### src/pabm_pkg.sv
// Shared constants for the port A/B alternate-function pin mux
package pabm_pkg;

  // --------------------------------------------------------------------
  // Widths
  // --------------------------------------------------------------------
  localparam int PORT_W = 8;

  // --------------------------------------------------------------------
  // Port B pin positions
  // --------------------------------------------------------------------
  localparam int SCK_BIT = 7;
  localparam int MISO_BIT = 6;
  localparam int MOSI_BIT = 5;
  localparam int SS_BIT = 4;
  localparam int CMP_NEG_BIT = 3;
  localparam int CMP_POS_BIT = 2;
  localparam int T1_BIT = 1;
  localparam int T0_BIT = 0;

  // --------------------------------------------------------------------
  // Reset values and all-ones/all-zero fill constants
  // --------------------------------------------------------------------
  localparam logic [PORT_W-1:0] PULLUP_RST = 8'h00;
  localparam logic [PORT_W-1:0] DRIVE_EN_RST = 8'h00;
  localparam logic [PORT_W-1:0] DRIVE_VAL_RST = 8'h00;
  localparam logic [PORT_W-1:0] INPUT_EN_RST = 8'hff;
  localparam logic [PORT_W-1:0] RDATA_RST = 8'h00;
  localparam logic [PORT_W-1:0] ALL_ONES = 8'hff;
  localparam logic [PORT_W-1:0] ALL_ZERO = 8'h00;
  localparam logic BIT_RST = 1'b0;
  localparam logic SS_IN_RST = 1'b1;

endpackage

### src/pabm_port_mux.sv
// Pin override mux for ports A and B with external memory, SPI and timer functions
`timescale 1ns/10ps
// Operation
// - Global pull-up off kills every non-overridden pull-up, even direction 0 output 1.
// - With external memory on, port A pin n carries address/data bit n.
// - External memory on: pull-up, direction, value overrides set; input override clear.
// - Port A drives address in address phase, write data during write strobe.
// - Port A idle: pull-up equals output bit; pin input is read data.
// - Port B bits 7..4 SCK MISO MOSI SS; bit 3 negative, 2 positive comparator.
// - Port B bit 1 timer1 count in; bit 0 timer0 count in and compare out.
// - SPI slave forces SCK input; master lets direction bit decide.
// - SPI master forces MISO input; slave lets direction bit decide.
// - SPI slave forces MOSI input; master lets direction bit decide.
// - SPI slave forces slave select input; master lets direction bit decide.
// - SPI slave is active only while slave select pin is low.
// - SPI-forced inputs keep pull-up controlled by their output bit.
// - Pull-up follows override value if enabled, else direction 0 output 1 no disable.
// - Driver follows direction override value if enabled, else direction bit.
// - Driven value is value override if enabled, else the output bit.
// - Input enable follows override value if enabled, else not asleep.
module pabm_port_mux
  import pabm_pkg::*;
(
  input wire logic ref_clk_i,
  input wire logic rst_n_i,
  input wire logic global_pullup_off_i,
  input wire logic sleep_active_i,
  input wire logic [PORT_W-1:0] porta_direction_i,
  input wire logic [PORT_W-1:0] porta_output_i,
  input wire logic [PORT_W-1:0] porta_pin_i,
  input wire logic ext_mem_enable_i,
  input wire logic address_phase_active_i,
  input wire logic write_strobe_i,
  input wire logic [PORT_W-1:0] ext_mem_addr_i,
  input wire logic [PORT_W-1:0] ext_mem_wdata_i,
  output logic [PORT_W-1:0] ext_mem_rdata_o,
  output logic [PORT_W-1:0] porta_pin_o,
  output logic [PORT_W-1:0] porta_pin_oe_o,
  output logic [PORT_W-1:0] porta_pullup_o,
  output logic [PORT_W-1:0] porta_input_en_o,
  input wire logic [PORT_W-1:0] portb_direction_i,
  input wire logic [PORT_W-1:0] portb_output_i,
  input wire logic [PORT_W-1:0] portb_pin_i,
  input wire logic spi_enable_i,
  input wire logic spi_master_i,
  input wire logic spi_sck_out_i,
  input wire logic spi_slave_out_i,
  input wire logic spi_master_out_i,
  input wire logic timer0_compare_en_i,
  input wire logic timer0_compare_output_i,
  output logic [PORT_W-1:0] portb_pin_o,
  output logic [PORT_W-1:0] portb_pin_oe_o,
  output logic [PORT_W-1:0] portb_pullup_o,
  output logic [PORT_W-1:0] portb_input_en_o,
  output logic spi_sck_in_o,
  output logic spi_master_in_o,
  output logic spi_slave_in_o,
  output logic spi_slave_select_o,
  output logic spi_slave_active_o,
  output logic timer1_count_input_o,
  output logic timer0_count_input_o
);

  // --------------------------------------------------------------------
  // Generic override resolution
  // --------------------------------------------------------------------
  function automatic logic [PORT_W-1:0] f_pullup(
    input logic [PORT_W-1:0] dir,
    input logic [PORT_W-1:0] outb,
    input logic global_pullup_off,
    input logic [PORT_W-1:0] oe,
    input logic [PORT_W-1:0] ov
  );
    f_pullup = (oe & ov) | (~oe & ~dir & outb & {PORT_W{~global_pullup_off}});
  endfunction

  function automatic logic [PORT_W-1:0] f_select(
    input logic [PORT_W-1:0] base,
    input logic [PORT_W-1:0] oe,
    input logic [PORT_W-1:0] ov
  );
    f_select = (oe & ov) | (~oe & base);
  endfunction

  // --------------------------------------------------------------------
  // Port A overrides
  // --------------------------------------------------------------------
  logic a_bus_drive;
  logic [PORT_W-1:0] a_en;
  logic [PORT_W-1:0] a_pullup_override_val;
  logic [PORT_W-1:0] a_direction_override_val;
  logic [PORT_W-1:0] a_value_override_val;
  logic [PORT_W-1:0] a_pu_d;
  logic [PORT_W-1:0] a_oe_d;
  logic [PORT_W-1:0] a_val_d;
  logic [PORT_W-1:0] a_ie_d;

  always_comb begin
    a_bus_drive = address_phase_active_i | write_strobe_i;
    a_en = {PORT_W{ext_mem_enable_i}};
    a_pullup_override_val = {PORT_W{~a_bus_drive}} & porta_output_i;
    a_direction_override_val = {PORT_W{a_bus_drive}};
    if (address_phase_active_i) begin
      a_value_override_val = ext_mem_addr_i;
    end else if (write_strobe_i) begin
      a_value_override_val = ext_mem_wdata_i;
    end else begin
      a_value_override_val = ALL_ZERO;
    end
    a_pu_d = f_pullup(porta_direction_i, porta_output_i, global_pullup_off_i, a_en, a_pullup_override_val);
    a_oe_d = f_select(porta_direction_i, a_en, a_direction_override_val);
    a_val_d = f_select(porta_output_i, a_en, a_value_override_val);
    a_ie_d = f_select({PORT_W{~sleep_active_i}}, ALL_ZERO, ALL_ZERO);
  end

  // --------------------------------------------------------------------
  // Port B overrides
  // --------------------------------------------------------------------
  logic spi_slave;
  logic spi_mstr;
  logic [PORT_W-1:0] b_pullup_override_en;
  logic [PORT_W-1:0] b_direction_override_en;
  logic [PORT_W-1:0] b_value_override_en;
  logic [PORT_W-1:0] b_value_override_val;
  logic [PORT_W-1:0] b_pullup_override_val;
  logic [PORT_W-1:0] b_pu_d;
  logic [PORT_W-1:0] b_oe_d;
  logic [PORT_W-1:0] b_val_d;
  logic [PORT_W-1:0] b_ie_d;

  always_comb begin
    spi_slave = spi_enable_i & ~spi_master_i;
    spi_mstr = spi_enable_i & spi_master_i;
    b_pullup_override_en = ALL_ZERO;
    b_direction_override_en = ALL_ZERO;
    b_value_override_en = ALL_ZERO;
    b_value_override_val = ALL_ZERO;
    b_pullup_override_en[SCK_BIT] = spi_slave;
    b_direction_override_en[SCK_BIT] = spi_slave;
    b_pullup_override_en[MISO_BIT] = spi_mstr;
    b_direction_override_en[MISO_BIT] = spi_mstr;
    b_pullup_override_en[MOSI_BIT] = spi_slave;
    b_direction_override_en[MOSI_BIT] = spi_slave;
    b_pullup_override_en[SS_BIT] = spi_slave;
    b_direction_override_en[SS_BIT] = spi_slave;
    b_value_override_en[SCK_BIT] = spi_mstr;
    b_value_override_val[SCK_BIT] = spi_sck_out_i;
    b_value_override_en[MISO_BIT] = spi_slave;
    b_value_override_val[MISO_BIT] = spi_slave_out_i;
    b_value_override_en[MOSI_BIT] = spi_mstr;
    b_value_override_val[MOSI_BIT] = spi_master_out_i;
    b_value_override_en[T0_BIT] = timer0_compare_en_i;
    b_value_override_val[T0_BIT] = timer0_compare_output_i;
    b_pullup_override_val = portb_output_i & {PORT_W{~global_pullup_off_i}};
    b_pu_d = f_pullup(portb_direction_i, portb_output_i, global_pullup_off_i, b_pullup_override_en, b_pullup_override_val);
    b_oe_d = f_select(portb_direction_i, b_direction_override_en, ALL_ZERO);
    b_val_d = f_select(portb_output_i, b_value_override_en, b_value_override_val);
    b_ie_d = f_select({PORT_W{~sleep_active_i}}, ALL_ZERO, ALL_ZERO);
  end

  // --------------------------------------------------------------------
  // Pad control registers
  // --------------------------------------------------------------------
  always_ff @(posedge ref_clk_i or negedge rst_n_i) begin
    if (!rst_n_i) begin
      porta_pullup_o <= PULLUP_RST;
      porta_pin_oe_o <= DRIVE_EN_RST;
      porta_pin_o <= DRIVE_VAL_RST;
      porta_input_en_o <= INPUT_EN_RST;
    end else begin
      porta_pullup_o <= a_pu_d;
      porta_pin_oe_o <= a_oe_d;
      porta_pin_o <= a_val_d;
      porta_input_en_o <= a_ie_d;
    end
  end

  always_ff @(posedge ref_clk_i or negedge rst_n_i) begin
    if (!rst_n_i) begin
      portb_pullup_o <= PULLUP_RST;
      portb_pin_oe_o <= DRIVE_EN_RST;
      portb_pin_o <= DRIVE_VAL_RST;
      portb_input_en_o <= INPUT_EN_RST;
    end else begin
      portb_pullup_o <= b_pu_d;
      portb_pin_oe_o <= b_oe_d;
      portb_pin_o <= b_val_d;
      portb_input_en_o <= b_ie_d;
    end
  end

  // --------------------------------------------------------------------
  // Alternate function inputs
  // --------------------------------------------------------------------
  always_ff @(posedge ref_clk_i or negedge rst_n_i) begin
    if (!rst_n_i) begin
      ext_mem_rdata_o <= RDATA_RST;
    end else begin
      ext_mem_rdata_o <= porta_pin_i;
    end
  end

  always_ff @(posedge ref_clk_i or negedge rst_n_i) begin
    if (!rst_n_i) begin
      spi_sck_in_o <= BIT_RST;
      spi_master_in_o <= BIT_RST;
      spi_slave_in_o <= BIT_RST;
      spi_slave_select_o <= SS_IN_RST;
      spi_slave_active_o <= BIT_RST;
      timer1_count_input_o <= BIT_RST;
      timer0_count_input_o <= BIT_RST;
    end else begin
      spi_sck_in_o <= portb_pin_i[SCK_BIT];
      spi_master_in_o <= portb_pin_i[MISO_BIT];
      spi_slave_in_o <= portb_pin_i[MOSI_BIT];
      spi_slave_select_o <= portb_pin_i[SS_BIT];
      spi_slave_active_o <= spi_slave & ~portb_pin_i[SS_BIT];
      timer1_count_input_o <= portb_pin_i[T1_BIT];
      timer0_count_input_o <= portb_pin_i[T0_BIT];
    end
  end
endmodule

### config.mk
export PLATFORM = sky130hd
export DESIGN_NAME = pabm_port_mux
export DESIGN_NICKNAME = d
export VERILOG_FILES = /design/src/pabm_pkg.sv /design/src/pabm_port_mux.sv
export SDC_FILE = /design/constraint.sdc
export NUM_CORES = 1
export LEC_CHECK = 0
export BUFFER_PORTS_ARGS = -buffer_cell sky130_fd_sc_hd__buf_2
export CORE_UTILIZATION = 37
export CTS_BUF_LIST = sky130_fd_sc_hd__clkbuf_8 sky130_fd_sc_hd__clkbuf_16
export CTS_CLUSTER_DIAMETER = 150
export DETAILED_ROUTE_END_ITERATION = 10
export HOLD_SLACK_MARGIN = 0.02
export PLACE_DENSITY = 0.75
export REMOVE_ABC_BUFFERS = 1
export SLEW_MARGIN = 20
export SYNTH_ARGS = -nofsm -noshare
export SYNTH_HDL_FRONTEND = slang
export SYNTH_SLANG_ARGS = --single-unit
export TNS_END_PERCENT = 1
### constraint.sdc
create_clock -name ref_clk_i -period 1 [get_ports ref_clk_i]
set_input_delay 0.3 -clock ref_clk_i [delete_from_list [all_inputs] [get_ports ref_clk_i]]
set_output_delay 0.3 -clock ref_clk_i [all_outputs]
set_load 0.02 [all_outputs]
# Word-level counts from Yosys, hierarchy flattened
# Index checks and enable logic that the tools add are counted.
# W data, S select, Z words.
[totals]
elab_cells = 53
register_bits = 64
out_inout_bits = 79
inputBits = 78
[op_classes]
mux = 2
bitwise = 36
[ops]
columns = ["op", "n"]
rows = [
  ["$and A8 B8 Y8", 17],
  ["$not A8 Y8", 5],
  ["$or A8 B8 Y8", 5],
  ["$mux W8", 2],
  ["$not A1 Y1", 5],
  ["$and A1 B1 Y1", 3],
  ["$or A1 B1 Y1", 1],
]

# Logic depth before layout (Yosys ltp)
# Gate-level depths: netlist of the first run.
[logic_depth]
word_depth = 7
ltp_mapped = 4

# Worst setup path before layout of the first run
# Ideal clock, no wire load.
[synth_path]
kind = "flip-flop to output port"
from = "register, netlist name porta_input_en_o[0]"
to = "output port porta_input_en_o[1]"
slack_ns = -0.183
path_stages_with_launch = 2
required_time_ns = 0.700
arrival_time_ns = 0.883
cell_sequence = "dfstp_2 buf_4"
[synth_rtl]
columns = ["item", "line", "text"]
rows = [
  ["to (decl)", "pabm_port_mux.sv:40", "output logic [PORT_W-1:0] porta_input_en_o,"],
]
# No word-level cell between the ends.

==> results of run 1 <==
==> flip-flops by register name, summed over array words and instances (netlist names) <==
name / count
ext_mem_rdata_o: 8
porta_input_en_o: 1
porta_pin_o: 8
porta_pin_oe_o: 8
porta_pullup_o: 8
portb_pin_o: 8
portb_pin_oe_o: 8
portb_pullup_o: 8
spi_master_in_o: 1
spi_sck_in_o: 1
spi_slave_active_o: 1
spi_slave_in_o: 1
spi_slave_select_o: 1
timer0_count_input_o: 1
timer1_count_input_o: 1
==> worst max path at each step <==
stage / from / endpoint / slack, ns / depth (start not counted)
floorplan: porta_input_en_o[0] / porta_input_en_o[0] / -0.85 / 0
global placement: porta_input_en_o[0] / portb_input_en_o[4] / -0.12 / 1
detailed placement: porta_input_en_o[0] / porta_input_en_o[2] / -0.14 / 1
CTS: porta_input_en_o[0] / porta_input_en_o[3] / -0.46 / 2
global route: porta_input_en_o[0] / portb_input_en_o[2] / -0.49 / 2
finish: porta_input_en_o[0] / portb_input_en_o[5] / -0.45 / 2
==> timing repair <==
item                       CTS  global route
pin swaps                    0             0
hold buffers                 1             0
resized for setup           29            14
buffers inserted             2             0
setup endpoints to repair   79            79
hold endpoints to repair     6             0
==> placed cells by master (no fill, tap or decap), types with 2 or more instances in the layout <==
cell type  Yosys  routed
a21oi_1        3       3
o21a_1         8       8
bufinv_16      0       2
buf_6          2      14
buf_12         0       3
a31oi_1        8       8
buf_2          4     126
inv_1          1       2
clkinv_2       0       2
buf_4         15      25
nor3_1         8       8
nor3b_1        5       5
nand2b_1       4       4
nand3b_1       8       8
nand2_1        9       9
nor2_1        25      25
and2_1         3       3
clkbuf_8       0      10
dfrtp_1       62      62
dfstp_2        2       2
mux2_2         4       4
==> per-layer routing <==
layer  vias to the layer above  GRT usage [%]
met5                         -              0
met4                         0          9.107
met3                         9          7.273
met2                       110          30.42
met1                       837          19.24
li1                        877              -
==> power breakdown <==
group | internal, W | leakage, nW | switching, W
Combinational | 0.000412 | 0.923 | 0.000539
Clock | 0.00144 | 0.113 | 0.000920
Sequential | 0.00274 | 0.769 | 0.0000444
==> cells by family (layout without fill, tap and decap cells) <==
family	count (synthesis)	count (layout)	synth area share (%)
DFF	64	64	70.36
and+or+nand+nor	63	63	14.38
AOI/OAI and AO/OA	20	20	5.818
buffers and inverters	25	185	7.464
muxes	4	4	1.976
==> final cells by class <==
class	instances	area share (%)
inverters	1	0.1083
clock buffers	10	3.973
well taps	75	2.709
multi-input cells	87	14.59
clock inverters	5	2.131
flip-flops and latches	64	46.30
repair buffers	169	30.19
==> metrics by stage <==
step	power (W)	instance area, um^2	hold slack (ns)	TNS [ns]
final	0.006097	3465	0.06215	-16.25
after floorplan	0.003208	2113	0.004409	-13.66
after global routing	0.006390	3465	0.03746	-19.58
after CTS	0.006163	3421	0.04461	-17.63
after detailed placement	0.003726	3105	0.1862	-2.769
after global placement	0.003705	3105	0.1841	-2.365
==> run metrics, run 1 <==
Non-Filler Instances=411; Die Footprint=6479 um^2; Yosys top cell by area=dfrtp_1; initial antenna violation count=0; hold depth=1; CTS Buf Count=9; DR WL/cell=13.43 um; top cells by area, synth=dfrtp_1 68%, buf_4 4.9%, nor2_1 4.1%, nand3b_1 2.6%, o21a_1 2.6%; vias in the first global route=1759; first-pass detailed-route iteration total=4; core region area=5921 um^2; vias post-DR=1833; NumNets Final=410; Startpoint Class=register; clock sink count=64; Avg Synthesized Cell Area=12.95 um^2; DRT iter0 DRCs=47; violated checks=negative setup slack; Post-synth ARST share=100.0%; Hold Path End=ext_mem_rdata_o[0]; IO buf count=154; Crit path max-delay family=flip-flops; DP Wirelength=4.145 mm; most frequent cell after synthesis=dfrtp_1; Setup CP Type=register to primary output; hold_sp=porta_pin_i[0]; Synth Cell Area=2280 um^2; Max Root-Sink Buffers=2; CP endpoint kind=primary output; Area growth syn-to-layout=51.98%; Post-Route Utilization=58.52%; Ports=157; Lkg Pwr=1.805 nW; met1 wire length=2.173 mm; Worst path slowest cell=dfstp_2; CP bufs+invs=2; Starting Density=38.50%; Clock Tree Root=clkbuf_8; first-pass GRT wire length=8.280 mm; TritonCTS clock tree=built; final hold vios=0; floorplan die height=80.50 um; Tmin final=1.448 ns; clock transition at the registers of the reported paths=0.07 ns; Max-cap violations=0; layout cells sized above 1=56.25%; Hold Crit Class=input pin to register; final WL=5.520 mm; GP Congestion=0.6611; Max FO, Critical Path=8; multi-input logic area=505.5 um^2; Yosys top cell area share=68.06%; Rows=28; Arrival @ worst endpoint=1.15 ns; register area share after synthesis=70.36%; worst vdd ir=977.0 uV; CP peak stage delay=0.55 ns; relative slew slack=75.37%; Distinct cells, synth=20; H-Tree Depth=3; Filler cells=488; count of final max-slew check failures=0; FMAX=0.6905 GHz; Post-synth EDFFs=0; post-route clock period utilization=144.8%; drt drc=0; pre-CTS setup slack=-0.1413 ns; Die W=80.50 um; drt via density=4.460; Synth warnings=0; Pwr Density=1760 nW/um^2; Commonest cells post-synth=62 x dfrtp_1, 25 x nor2_1, 15 x buf_4; status=complete, but fails checks; Syn Inst Count=176; RSZ-0062 raised after global routing=yes; ANT cells=0; total congestion overflow=0; met3 wire len=534 um; setup violators final=79; Top FF cell, synth=dfrtp_1; pin count of the biggest net entering global routing=29; critical path, cell by cell=buf_6 -> buf_4; Register Area=1604 um^2; fin worst setup slack=-0.4482 ns; FF+latch count, synth=64; Post-Place Cells=393; WP data required=0.70 ns; GRT Total Usage=17.99%; routed wl met2=2.720 mm; top layer in use=met4; Slew @ Worst Pin=0.3695 ns; DRT antenna net count=0
No activity file was read; power rests on OpenSTA's default activity.
==> run 2: changes to the inputs <==
--- a/config.mk
+++ b/config.mk
@@ -5,13 +5,13 @@
 export SDC_FILE = /design/constraint.sdc
 export NUM_CORES = 1
 export LEC_CHECK = 0
-export BUFFER_PORTS_ARGS = -buffer_cell sky130_fd_sc_hd__buf_2
-export CORE_UTILIZATION = 37
+export CORE_UTILIZATION = 40
 export CTS_BUF_LIST = sky130_fd_sc_hd__clkbuf_8 sky130_fd_sc_hd__clkbuf_16
 export CTS_CLUSTER_DIAMETER = 150
 export DETAILED_ROUTE_END_ITERATION = 10
+export DONT_BUFFER_PORTS = 1
 export HOLD_SLACK_MARGIN = 0.02
-export PLACE_DENSITY = 0.75
+export PLACE_DENSITY = 0.55
 export REMOVE_ABC_BUFFERS = 1
 export SLEW_MARGIN = 20
 export SYNTH_ARGS = -nofsm -noshare
==> run metrics, run 2 (same netlist as run 1, synthesis figures left out) <==
status=complete, but fails checks; violated checks=negative hold slack, negative setup slack; first-pass detailed-route iteration total=4; Max Root-Sink Buffers=2; WP data required=0.70 ns; GP Congestion=0.6672; pin count of the biggest net entering global routing=65; setup violators final=79; most frequent cells in the layout=53 x dfrtp_2, 26 x dlygate4sd3_1, 25 x nor2_1; Startpoint Class=register; layout cells sized above 1=40.40%; Pwr Density=1978 nW/um^2; core region area=5507 um^2; CP bufs+invs=1; Tmin final=1.549 ns; vias in the first global route=1430; Filler cells=463; most common cell after layout, fill and taps aside=dfrtp_2; Slew @ Worst Pin=0.3187 ns; final hold vios=64; Die Footprint=6005 um^2; worst vdd ir=1085 uV; setup tns final=-12.80 ns; first-pass GRT wire length=7.127 mm; Arrival @ worst endpoint=1.25 ns; Clock Tree Root=clkbuf_8; drt drc=0; Ports=157; TritonCTS clock tree=built; vias post-DR=1346; floorplan die height=77.50 um; Die W=77.50 um; final WL=4.563 mm; total congestion overflow=0; DR WL/cell=16.90 um; Max FO, Critical Path=13; Crit path max-delay family=flip-flops; critical path, cell by cell=buf_16; FMAX=0.6456 GHz; H-Tree Depth=3; count of final max-slew check failures=0; initial antenna violation count=0; RSZ-0062 raised after global routing=yes; Area growth syn-to-layout=22.94%; WHS=-0.3324 ns; post-route clock period utilization=154.9%; NumNets Final=271; drt via density=4.985; Setup CP Type=register to primary output; fin worst setup slack=-0.5490 ns; Rows=27; CTS Buf Count=9; Lkg Pwr=1.124 nW; Register Area=1674 um^2; CP endpoint kind=primary output; Max-cap violations=0; Setup Buffers After CTS=0; Starting Density=41.40%; Worst path slowest cell=dfstp_4; ANT cells=0; clock transition at the registers of the reported paths=0.07 ns; GRT Total Usage=15.86%; Hold Crit Class=input pin to asynchronous set/reset pin; clock sink count=64; IO buf count=0; DRT antenna net count=0; DP Wirelength=3.109 mm; multi-input logic area=505.5 um^2; DRT iter0 DRCs=31; CP peak stage delay=0.64 ns; Post-Route Utilization=50.90%; relative slew slack=78.56%
[run 2: worst max path at each step]
stage / startpoint / to / slack [ns] / depth (start not counted)
2_1_floorplan: porta_input_en_o[0] / porta_input_en_o[0] / -0.85 / 0
3_5_place_dp: porta_input_en_o[0] / portb_input_en_o[6] / -0.21 / 1
3_3_place_gp: porta_input_en_o[0] / portb_input_en_o[6] / -0.20 / 1
6_report: porta_input_en_o[0] / portb_input_en_o[6] / -0.55 / 1
5_1_grt: porta_input_en_o[0] / porta_input_en_o[6] / -0.59 / 1
4_1_cts: porta_input_en_o[0] / portb_input_en_o[6] / -0.57 / 1
[run 2: per-layer routing]
layer  global-route usage [%]  part of all wire [%]
met5                        0                     0
met4                    7.925                   1.2
met3                    7.882                    11
met2                    26.46                    51
met1                    16.45                    37
[run 2: stage by stage]
step / total power, W / setup slack (ns) / area [um^2] / instances
2_1_floorplan: 0.003208 / -0.8540 / 2113 / 152
3_3_place_gp: 0.003270 / -0.2031 / 2262 / 228
3_5_place_dp: 0.003278 / -0.2130 / 2262 / 228
4_1_cts: 0.005591 / -0.5724 / 2754 / 267
5_1_grt: 0.005766 / -0.5869 / 2803 / 270
6_report: 0.005544 / -0.5490 / 2803 / 270
[run 2: layout make-up]
type / instances / share of cell area [%]
inverter: 1 / 0.1339
sequential: 64 / 59.73
multi-input combinational: 87 / 18.04
clock buffer: 11 / 5.402
clock inverter: 5 / 1.964
tap: 72 / 3.214
timing repair buffer: 30 / 11.52
[run 2: repair_timing]
action | CTS | global route
setup endpoints to repair | 79 | 79
hold endpoints to repair | 88 | 66
hold buffers | 23 | 3
resized for setup | 39 | 15
[run 2: where the power goes]
part | switching [W] | internal [W] | leakage (nW)
combinational | 0.000131 | 0.000173 | 0.312
clock | 0.000927 | 0.00128 | 0.101
sequential | 0.000265 | 0.00277 | 0.710
==> run 3: changes to the inputs <==
--- a/config.mk
+++ b/config.mk
@@ -17,4 +17,4 @@
 export SYNTH_ARGS = -nofsm -noshare
 export SYNTH_HDL_FRONTEND = slang
 export SYNTH_SLANG_ARGS = --single-unit
-export TNS_END_PERCENT = 1
+export TNS_END_PERCENT = 100
==> run metrics, run 3 (same netlist as run 1, synthesis figures left out) <==
status=complete, but fails checks; violated checks=negative hold slack, negative setup slack; Setup CP Type=register to primary output; Clock Power Share=39.7%; finished layout cell area=2823 um^2; Pint=0.004230 W; Arrival @ worst endpoint=1.25 ns; Non-Filler Instances=271; core region area=5507 um^2; fin worst setup slack=-0.5514 ns; layout cells sized above 1=40.70%; most common cell after layout, fill and taps aside=dfrtp_2; Hold Crit Class=input pin to asynchronous set/reset pin; Filler cells=464; TritonCTS clock tree=built; GP Congestion=0.6672; post-route clock period utilization=155.1%; FMAX=0.6446 GHz; CTS Buf Count=9; RSZ-0062 raised after global routing=yes; clock sink count=64; ANT cells=0; NumNets Final=272; CP bufs+invs=1; Slew @ Worst Pin=0.3187 ns; Rows=27; Die W=77.50 um; WHS=-0.3325 ns; count of final max-slew check failures=0; drt drc=0; clock transition at the registers of the reported paths=0.07 ns; WP data required=0.70 ns; Max-cap violations=0; DP Wirelength=3.109 mm; Clock Tree Root=clkbuf_8; H-Tree Depth=3; worst vdd ir=1117 uV; setup violators final=79; floorplan die height=77.50 um; setup tns final=-12.92 ns; first-pass detailed-route iteration total=4; Area growth syn-to-layout=23.82%; Max Root-Sink Buffers=2; relative slew slack=78.56%; CP peak stage delay=0.64 ns; most frequent cells in the layout=53 x dfrtp_2, 26 x dlygate4sd3_1, 25 x nor2_1; CP endpoint kind=primary output; first-pass GRT wire length=7.182 mm; critical path, cell by cell=buf_16; final WL=4.591 mm; DR WL/cell=16.94 um; total congestion overflow=0; vias post-DR=1352; Logic pwr share=5.6%; Die Footprint=6005 um^2; initial antenna violation count=0; Crit path max-delay family=flip-flops; DRT iter0 DRCs=29; GRT Total Usage=16.01%; drt via density=4.989; Lkg Pwr=1.133 nW; Startpoint Class=register; Tmin final=1.551 ns; power share of the sequential group=54.7%; Post-Place Cells=228; Max FO, Critical Path=13; Starting Density=41.40%; Ports=157; DRT antenna net count=0; Sw Pwr=0.001325 W; Sw Ratio=23.85%; Pwr Density=1968 nW/um^2; IO buf count=0; Post-Place Cell Area=2262 um^2; vias in the first global route=1434; pin count of the biggest net entering global routing=65; Worst path slowest cell=dfstp_4; final hold vios=64
## run 3: repair_timing
item,in CTS,in global routing
endpoints found under the setup margin,79,79
hold endpoints to repair,88,66
setup buffers,1,0
resized for setup,42,15
hold buffers,23,3
cloned,0,0
## run 3: cell type report
type	count	area, um^2	share of cell area, %
multi-input cells	87	505.5	17.91
inverters	1	3.754	0.1330
repair buffers	31	342.8	12.15
clock buffers	11	151.4	5.363
flip-flops and latches	64	1674	59.31
clock inverters	5	55.05	1.950
well taps	72	90.09	3.191
## run 3: how the worst max path moves through the flow
stage / start / end / cells after the start / slack [ns]
4_1_cts: porta_input_en_o[0] / portb_input_en_o[6] / 1 / -0.57
3_3_place_gp: porta_input_en_o[0] / portb_input_en_o[6] / 1 / -0.20
3_5_place_dp: porta_input_en_o[0] / portb_input_en_o[6] / 1 / -0.21
5_1_grt: porta_input_en_o[0] / porta_input_en_o[6] / 1 / -0.59
2_1_floorplan: porta_input_en_o[0] / porta_input_en_o[0] / 0 / -0.85
6_report: porta_input_en_o[0] / portb_input_en_o[6] / 1 / -0.55
## run 3: stage by stage
stage	utilization (%)	total power, W	setup slack [ns]
after floorplan	-	0.003208	-0.8540
after global placement	41.08	0.003270	-0.2031
after detailed placement	41.08	0.003278	-0.2130
after CTS	50.37	0.005601	-0.5705
after global routing	51.26	0.005776	-0.5945
final	51.26	0.005555	-0.5514
## run 3: per-layer routing
layer	track usage, %	up-vias	wire (um)
met1	16.45	652	1680
met2	26.99	95	2341
met4	7.925	0	57
met3	7.882	6	511
met5	0	-	0
li1	-	599	-
## run 3: power groups by stage
stage	clock, W	sequential [W]	combinational (W)
after global placement	0	0.00306	0.000214
after global routing	0.00238	0.00305	0.000344
after CTS	0.00226	0.00303	0.000305
after detailed placement	0	0.00306	0.000219
final	0.00220	0.00304	0.000313
after floorplan	0	0.00308	0.000125
